<file path="config.mk">
export PLATFORM = sky130hd
export DESIGN_NAME = owbr_top
export DESIGN_NICKNAME = d
export VERILOG_FILES = /design/src/rtl/owbr_pkg.sv /design/src/rtl/owbr_top.sv
export SDC_FILE = /design/constraint.sdc
export NUM_CORES = 1
export LEC_CHECK = 0
export BUFFER_PORTS_ARGS = -buffer_cell sky130_fd_sc_hd__buf_2
export CORE_ASPECT_RATIO = 2
export CORE_UTILIZATION = 30
export CTS_CLUSTER_SIZE = 10
export DETAILED_ROUTE_END_ITERATION = 7
export PLACE_DENSITY = 0.53
export SETUP_SLACK_MARGIN = 0.02
export SLEW_MARGIN = 20
export SYNTH_ARGS = -nofsm -noshare
export SYNTH_HDL_FRONTEND = slang
export SYNTH_SLANG_ARGS = --single-unit
</file>
<file path="constraint.sdc">
create_clock -name MCLK -period 2.6 [get_ports MCLK]
set_input_delay 0.52 -clock MCLK [delete_from_list [all_inputs] [get_ports MCLK]]
set_output_delay 0.52 -clock MCLK [all_outputs]
set_load 0.05 [all_outputs]
</file>
<file path="src/rtl/owbr_pkg.sv">
// Shared constants and types of the one-wire brightness receiver.
// Assumes a single core clock at CLK_MHZ; every time below is converted to cycles of it.
package owbr_pkg;

	localparam int CLK_MHZ        = 10;

	// Command word layout
	localparam int FRAME_BITS     = 24;
	localparam int ADDR_MSB       = 23;
	localparam int ADDR_LSB       = 16;
	localparam int ACK_BIT        = 10;
	localparam int BRT_MSB        = 8;
	localparam int BRT_W          = 9;
	localparam logic [7:0] DEV_ADDR = 8'h8F;
	localparam int RATIO          = 2;

	// Sink command levels
	localparam logic [BRT_W-1:0] SINK_FULL = 9'h1FF;
	localparam logic [BRT_W-1:0] SINK_ZERO = 9'h000;
	localparam logic [BRT_W-1:0] BRT_RESET = 9'h000;

	// Times in their own units
	localparam int REPLY_DELAY_NS = 2000;
	localparam int REPLY_PULSE_US = 512;
	localparam int EN_OFF_US      = 2500;
	localparam int PWM_OFF_US     = 20000;
	localparam int DETECT_US      = 1000;
	localparam int BIT_TIMEOUT_US = 400;

	// Least times round up, longest times round down
	function automatic int ns_up(input int ns);
		return (ns * CLK_MHZ + 999) / 1000;
	endfunction

	localparam int REPLY_DELAY_CYC = ns_up(REPLY_DELAY_NS);
	localparam int REPLY_PULSE_CYC = (REPLY_PULSE_US * CLK_MHZ * 1000) / 1000;
	localparam int EN_OFF_CYC      = ns_up(EN_OFF_US * 1000);
	localparam int PWM_OFF_CYC     = ns_up(PWM_OFF_US * 1000);
	localparam int DETECT_CYC      = ns_up(DETECT_US * 1000);
	localparam int BIT_TIMEOUT_CYC = ns_up(BIT_TIMEOUT_US * 1000);

	// Counter widths
	localparam int CNT_W  = 18;
	localparam int BCNT_W = 5;
	localparam int DUTY_W = 12;

	typedef enum logic [2:0] {MD_OFF, MD_DETECT, MD_WIRE, MD_PWM, MD_LATCH} owbr_mode_t;
	typedef enum logic [1:0] {RX_IDLE, RX_BIT, RX_DELAY, RX_REPLY} owbr_rx_t;

	typedef struct packed {
		logic en;
		logic pwm;
		logic uv;
		logic ovp;
		logic open2;
	} owbr_pins_t;

	typedef struct packed {
		owbr_pins_t             s1;
		owbr_pins_t             s2;
		owbr_pins_t             prev;
		owbr_mode_t             mode;
		owbr_rx_t               rx;
		logic [CNT_W-1:0]       lo;
		logic [CNT_W-1:0]       hi;
		logic [BCNT_W-1:0]      nbits;
		logic                   err;
		logic [FRAME_BITS-1:0]  word;
		logic [CNT_W-1:0]       tmr;
		logic [CNT_W-1:0]       en_lo;
		logic [CNT_W-1:0]       pwm_lo;
		logic [CNT_W-1:0]       det;
		logic [DUTY_W-1:0]      win;
		logic [DUTY_W:0]        hi_acc;
		logic [BRT_W-1:0]       brt;
		logic [BRT_W-1:0]       duty;
		logic [BRT_W-1:0]       sink;
		logic                   frame_ok;
		logic                   pull;
	} owbr_state_t;

	localparam owbr_state_t STATE_RESET = '0;

endpackage

</file>
<file path="src/rtl/owbr_top.sv">
// One-wire brightness receiver: decodes self-timed commands on the enable line,
// answers with a pulldown, selects one-wire or duty dimming, handles timeouts and faults.
// Assumes all pins are asynchronous to MCLK; CE comes from MCLK logic.
//
// How it works
// - Word is 24 bits, sent least significant bit first; assemble in that order.
// - If enable is already high, a command starts at the next falling edge.
// - Low at least twice high means zero; high at least twice low means one.
// - A bit cell runs falling edge to falling edge; value decided at closing edge.
// - Reply only with ack request set, address matching and 24 good bits.
// - After the reply delay, pull enable low for the reply pulse, at most 512 us.
// - If one-wire mode is not entered at startup, fall back to duty dimming.
// - Enable tied high: PWM high or pulsing enables, PWM low over 20 ms disables.
// - Shut down if enable low over 2.5 ms or PWM low over 20 ms.
// - Start up only once both enable and PWM are asserted.
// - In duty mode, PWM continuously high commands full-scale sink current.
// - In duty mode the sink command is full scale times measured duty.
// - Stay off during undervoltage; restart once it clears.
// - Switch overvoltage with both strings open latches off until reset or toggle.
// - Switch overvoltage from high string voltage turns switch off and shuts down.
// - Brightness bit 0 is word bit 0; bits 7..1 sit at word bits 7..1.
// - Word bits 23..16 hold the address, which must equal 0x8F.
// - Word bit 10 is the ack request flag.
// - Word bit 8 is the top bit of the 9-bit brightness code.

`timescale 1ns/100ps

module owbr_top
	import owbr_pkg::*;
#(
	parameter int REPLY_PULSE_N = REPLY_PULSE_CYC,
	parameter int EN_OFF_N      = EN_OFF_CYC,
	parameter int PWM_OFF_N     = PWM_OFF_CYC,
	parameter int DETECT_N      = DETECT_CYC
) (
	input  wire logic             MCLK,
	input  wire logic             RESET_N,
	input  wire logic             CE,
	input  wire logic             EN_IN,
	output logic                  EN_PULL_OUT,
	output logic                  EN_PULL_OE,
	input  wire logic             PWM_IN,
	input  wire logic             UVLO,
	input  wire logic             OVP_SW,
	input  wire logic             STRINGS_OPEN,
	output logic                  DEVICE_ON,
	output logic                  SWITCH_EN,
	output logic                  WIRE_MODE,
	output logic                  PWM_MODE,
	output logic                  FAULT_LATCHED,
	output logic                  FRAME_OK,
	output logic [BRT_W-1:0]      BRIGHTNESS,
	output logic [BRT_W-1:0]      SINK_LEVEL
);

	localparam logic [CNT_W-1:0]  PULSE_LAST = CNT_W'(REPLY_PULSE_N - 1);
	localparam logic [CNT_W-1:0]  DELAY_LAST = CNT_W'(REPLY_DELAY_CYC - 1);
	localparam logic [CNT_W-1:0]  EN_OFF_Q   = CNT_W'(EN_OFF_N);
	localparam logic [CNT_W-1:0]  PWM_OFF_Q  = CNT_W'(PWM_OFF_N);
	localparam logic [CNT_W-1:0]  DET_LAST   = CNT_W'(DETECT_N - 1);
	localparam logic [CNT_W-1:0]  BIT_TO     = CNT_W'(BIT_TIMEOUT_CYC);
	localparam logic [BCNT_W-1:0] LAST_BIT   = BCNT_W'(FRAME_BITS - 1);

	owbr_state_t           q;
	owbr_state_t           d;
	owbr_pins_t            pin_i;
	logic                  en_fall;
	logic                  en_tog;
	logic                  pwm_tog;
	logic                  active;
	logic                  wire_ok;
	logic                  bit_zero;
	logic                  bit_one;
	logic                  frame_good;
	logic                  frame_end;
	logic [FRAME_BITS-1:0] nword;
	logic [DUTY_W:0]       acc_n;

	// Saturating so that a stuck line cannot wrap a timeout back to zero
	function automatic logic [CNT_W-1:0] sat_inc(input logic [CNT_W-1:0] v);
		return (&v) ? v : v + CNT_W'(1);
	endfunction

	assign pin_i = '{en: EN_IN, pwm: PWM_IN, uv: UVLO, ovp: OVP_SW, open2: STRINGS_OPEN};

	always_comb begin
		d          = q;
		d.frame_ok = 1'b0;
		d.s1       = pin_i;
		d.s2       = q.s1;
		d.prev     = q.s2;
		en_fall    = q.prev.en & ~q.s2.en;
		en_tog     = q.prev.en ^ q.s2.en;
		pwm_tog    = q.prev.pwm ^ q.s2.pwm;
		active     = (q.mode == MD_DETECT) || (q.mode == MD_WIRE) || (q.mode == MD_PWM);
		wire_ok    = (q.mode == MD_DETECT) || (q.mode == MD_WIRE);
		// Phases compared against twice the other, one bit wider to avoid overflow
		bit_zero   = {1'b0, q.lo} >= ({1'b0, q.hi} * (CNT_W+1)'(RATIO));
		bit_one    = {1'b0, q.hi} >= ({1'b0, q.lo} * (CNT_W+1)'(RATIO));
		nword      = {bit_one, q.word[FRAME_BITS-1:1]};
		frame_end  = (q.rx == RX_BIT) && en_fall && (q.nbits == LAST_BIT);
		frame_good = frame_end && !(q.err || !(bit_zero || bit_one))
			&& (nword[ADDR_MSB:ADDR_LSB] == DEV_ADDR);
		acc_n      = q.hi_acc + (DUTY_W+1)'(q.s2.pwm);

		d.en_lo  = q.s2.en ? '0 : sat_inc(q.en_lo);
		d.pwm_lo = q.s2.pwm ? '0 : sat_inc(q.pwm_lo);

		// Bit receiver
		unique case (q.rx)
			RX_IDLE: begin
				if (en_fall && wire_ok) begin
					d.rx    = RX_BIT;
					d.lo    = '0;
					d.hi    = '0;
					d.nbits = '0;
					d.err   = 1'b0;
				end
			end
			RX_BIT: begin
				if (q.s2.en) begin
					d.hi = sat_inc(q.hi);
				end else begin
					d.lo = sat_inc(q.lo);
				end
				if (en_fall) begin
					d.word  = nword;
					d.err   = q.err | !(bit_zero || bit_one);
					d.nbits = q.nbits + BCNT_W'(1);
					d.lo    = '0;
					d.hi    = '0;
					if (frame_end) begin
						d.rx = RX_IDLE;
						if (frame_good) begin
							d.brt      = nword[BRT_MSB:0];
							d.frame_ok = 1'b1;
							if (nword[ACK_BIT]) begin
								d.rx  = RX_DELAY;
								d.tmr = '0;
							end
						end
					end
				end else if (q.lo >= BIT_TO || q.hi >= BIT_TO) begin
					// A stalled cell drops the partial frame; a short count never replies
					d.rx = RX_IDLE;
				end
				if (!wire_ok) begin
					d.rx = RX_IDLE;
				end
			end
			RX_DELAY: begin
				// Host keeps the line low here; edges are not decoded until the pulse ends
				d.tmr = q.tmr + CNT_W'(1);
				if (q.tmr == DELAY_LAST) begin
					d.rx   = RX_REPLY;
					d.tmr  = '0;
					d.pull = 1'b1;
				end
			end
			RX_REPLY: begin
				d.tmr = q.tmr + CNT_W'(1);
				if (q.tmr == PULSE_LAST) begin
					d.rx   = RX_IDLE;
					d.pull = 1'b0;
				end
			end
		endcase

		// Operating mode
		unique case (q.mode)
			MD_OFF: begin
				if (q.s2.en && q.s2.pwm && !q.s2.uv && !q.s2.ovp) begin
					d.mode = MD_DETECT;
					d.det  = '0;
				end
			end
			MD_DETECT: begin
				d.det = sat_inc(q.det);
				if (frame_good) begin
					d.mode = MD_WIRE;
				end else if (q.det >= DET_LAST) begin
					d.mode = MD_PWM;
				end
			end
			MD_WIRE, MD_PWM: begin
			end
			MD_LATCH: begin
				if (en_tog || pwm_tog) begin
					d.mode = MD_OFF;
				end
			end
		endcase
		if (active) begin
			if (q.s2.ovp && q.s2.open2) begin
				d.mode = MD_LATCH;
			end else if (q.s2.uv) begin
				d.mode = MD_OFF;
			end else if (q.s2.ovp) begin
				d.mode = MD_OFF;
			end else if (q.en_lo > EN_OFF_Q || q.pwm_lo > PWM_OFF_Q) begin
				d.mode = MD_OFF;
			end
		end
		if (d.mode != MD_DETECT && d.mode != MD_WIRE && q.rx != RX_IDLE) begin
			d.rx   = RX_IDLE;
			d.pull = 1'b0;
		end

		// Duty measured over a window of 2**DUTY_W samples; all high saturates to full scale
		d.win    = q.win + DUTY_W'(1);
		d.hi_acc = acc_n;
		if (&q.win) begin
			d.duty   = acc_n[DUTY_W] ? SINK_FULL : acc_n[DUTY_W-1 -: BRT_W];
			d.hi_acc = '0;
		end

		unique case (q.mode)
			MD_WIRE: d.sink = q.brt;
			MD_PWM:  d.sink = q.duty;
			default: d.sink = SINK_ZERO;
		endcase
	end

	always_ff @(posedge MCLK or negedge RESET_N) begin
		if (!RESET_N) begin
			q <= STATE_RESET;
		end else if (CE) begin
			q <= d;
		end
	end

	assign EN_PULL_OUT   = 1'b0;
	assign EN_PULL_OE    = q.pull;
	assign DEVICE_ON     = (q.mode == MD_DETECT) || (q.mode == MD_WIRE) || (q.mode == MD_PWM);
	assign SWITCH_EN     = DEVICE_ON && !q.s2.ovp;
	assign WIRE_MODE     = (q.mode == MD_WIRE);
	assign PWM_MODE      = (q.mode == MD_PWM);
	assign FAULT_LATCHED = (q.mode == MD_LATCH);
	assign FRAME_OK      = q.frame_ok;
	assign BRIGHTNESS    = q.brt;
	assign SINK_LEVEL    = q.sink;
endmodule

</file>
==> flow_summary.toml <==
[yosys]
syn_area_um2 = 11300
async_flop_share_pct = 100
yosysTopAreaCell = "dfrtp_1"
synth_seq_cells = 208
ys_warn_count = 0
seq_area_frac_synth_pct = 46.0
synthCells = 1230
synth_area_leaders = "dfrtp_1 46%, nand2_1 5.6%, ha_1 5.3%, nor2_1 4.6%, xnor2_1 4.3%"
synth-main-ff-cell = "dfrtp_1"
postSynthAreaPerCell_um2 = 9.21
synth_top_area_share_pct = 46.0
syn_nets = 1286
ys_types = 72
synth_edf_count = 0

[clock_network]
cts_tree = "done"
clkTransAtPathRegs_ns = 0.06
cts_buffers = 24
cts_root_buf = "clkbuf_16"
clockBufferDepth = 3
htree_levels = 1
cts.sinks = 208
clk_latency_ns = 0.53

[critical_path]
rr_worst_depth = 9
cp-start-kind = "flop"
regToRegSetupSlack_ns = 0.09
cp_max_fo = 7
cp-end-kind = "flop"
worstSetupPathType = "flop to flop"
critPathArrivalTime_ns = 2.91
crit_required_ns = 3.00
r2r_start = "q[185]"
r2r_end = "q[192]"

[worst_hold_path]
hp-start = "STRINGS_OPEN"
hold_depth = 2
hold_class = "input pin to flop"
worstHoldEndpoint = "d[202]"

[timing]
worst_slack_ns = 0.0941
fmax_mhz = 399
clock_skew_ns = 0.0117
slew-limit-headroom_pct = 43.6
hold_slack_ns = 0.233
rsz0062_at_grt = "true"
hold_viol = 0
setup_tns_ns = 0
min_period_over_period_pct = 96.4
setup_viol = 0
period_needed_ns = 2.51
slew_viol_final = 0
worst_pin_slew_ns = 0.838

[final_layout]
area_growth_pct = 18.6
fin_area_um2 = 13400
nets = 1399
antenna_cells = 0
drive_gt1_share_pct = 16.7

[grt]
antenna_found_initial = 0
grt_max_degree = 64
grt.total_usage_pct = 16.2
grt_pass1_vias = 9582
grt_pass1_wl_um = 49800
overflow = 0

[power_and_ir_drop]
p_leak_uw = 0.00605
vdd_drop_max_mv = 0.404
cellPowerDensity_nw_per_um2 = 731

[run_status]
status = "complete, no violations"

[detailed_routing]
vias = 9281
drtAntennaViolNets = 0
drt-wirelength-per-cell_um = 17.2
drtPass1Iterations = 5
drtIter0Drc = 434
post_drt_via_cell_ratio = 5.15
wl_um = 31000
drc = 0

[placed_design]
io_buffers = 32
place_area_um2 = 12600
place_ws_ns = -0.0875
hpwl_um = 22900
place.gp.congestion = 0.898

[flow_run]
drv_cap = 0

[floorplanning]
start_util_pct = 30.5
core-area_um2 = 37200
dieArea_um2 = 38600
dieHeight_um = 277
die_w_um = 139
rows = 100
ioPinCount = 34
## cell usage after synthesis (4+ instances only)
cell,count
buf_2,5
nand2_1,169
inv_1,64
nor2b_1,7
or4_1,5
and4_1,12
and3_1,19
a21o_1,11
xnor2_1,56
a211oi_1,4
o21ai_0,63
nand3_1,55
nand2b_1,5
a211o_1,4
a21oi_1,44
mux2i_1,4
ha_1,48
or3_1,18
clkbuf_1,26
o21a_1,6
and2_1,8
nor2_1,138
o31ai_1,8
nand4_1,29
mux2_2,19
buf_4,20
dfrtp_1,208
o2bb2ai_1,6
a221oi_1,9
nor3_1,31
xor2_1,30
nor4_1,13
a31oi_1,25
## through the flow
| stage | total power [µW] | utilization [%] | cells |
|---|---|---|---|
| 2_1_floorplan | 5590 | - | 1230 |
| 3_3_place_gp | 6690 | 33.9 | 1770 |
| 3_5_place_dp | 6720 | 33.9 | 1770 |
| 4_1_cts | 9770 | 35.6 | 1797 |
| 5_1_grt | 10400 | 36.1 | 1802 |
| 6_report | 9820 | 36.1 | 1802 |
## state kept, by name (all words and copies together), names as in the netlist
| name | count |
|---|---|
| BRIGHTNESS | 9 |
| EN_PULL_OE | 1 |
| FRAME_OK | 1 |
| SINK_LEVEL | 9 |
| d | 10 |
| nword | 23 |
| q | 155 |
## power breakdown
part | switching (µW) | total [µW] | internal [µW]
logic | 1690 | 2960 | 1280
clock network | 1300 | 2960 | 1660
registers | 329 | 3890 | 3560
total | 3320 | 9820 | 6500
## cell type report
| type | count | area (µm²) |
|---|---|---|
| multi-input combinational | 904 | 5730 |
| tap | 459 | 574 |
| inverter | 65 | 244 |
| timing repair buffer | 140 | 1040 |
| sequential | 208 | 5210 |
| clock buffer | 25 | 614 |
| fill | 3761 | 23700 |
| clock inverter | 1 | 16.3 |
## cell families (layout without fill, tap and decap cells)
group / after synthesis / count (layout) / synth area share, %
simple gates: 531 / 531 / 22.7
compound gates: 215 / 215 / 12.5
flops: 208 / 208 / 46.0
buf+inv: 118 / 231 / 4.63
xor+xnor: 86 / 86 / 6.65
fa+ha+maj: 48 / 48 / 5.30
mux: 23 / 23 / 2.24
other cells: 1 / 1 / 0.0331
## layer usage
metal | track usage (%) | vias up | routed length, µm
met3 | 1.64 | 77 | 774
met1 | 15.8 | 4554 | 11500
li1 | - | 4511 | -
met2 | 32.0 | 139 | 17000
met5 | 0 | - | 0
met4 | 9.57 | 0 | 1720
## worst max-delay path by stage
stage | from | endpoint | slack (ns) | depth (start not counted)
finish | q[185] | q[192] | 0.09 | 9
floorplan | d[200] | q[19] | 0.16 | 10
global placement | q[157] | BRIGHTNESS[4] | 0.003 | 9
CTS | d[198] | q[65] | 0.02 | 6
detailed placement | q[157] | BRIGHTNESS[6] | -0.09 | 9
global route | q[181] | q[189] | -0.05 | 9
## layout by cell type, fill, tap and decap left out, drive strengths merged, types with 26 or more instances in the layout
master,synthesis,routed
a21oi,45,45
a31oi,26,26
buf,27,138
clkbuf,26,26
dfrtp,208,208
ha,48,48
inv,65,65
nand2,169,169
nand3,55,55
nand4,29,29
nor2,138,138
nor3,32,32
o21ai,63,63
xnor2,56,56
xor2,30,30
## repair_timing
item                                    4_1_cts  5_1_grt
gates resized for setup                       2       22
cloned                                        0        1
endpoints found under the hold margin        58        0
endpoints found under the setup margin       15       51
hold buffers                                  1        0
buffers inserted                              0        4
pin swaps                                     0       11
## worst max-delay path: stages (launching register included)
cell and delay, ns:
dfrtp_1 0.37, inv_1 0.08, ha_1 0.25, a211o_1 0.28, a21oi_1 0.32, o22a_2 0.28
a31oi_4 0.11, o31a_1 0.36, a31oi_1 0.22, o211ai_1 0.11
Power figures use the tool's default switching activity.
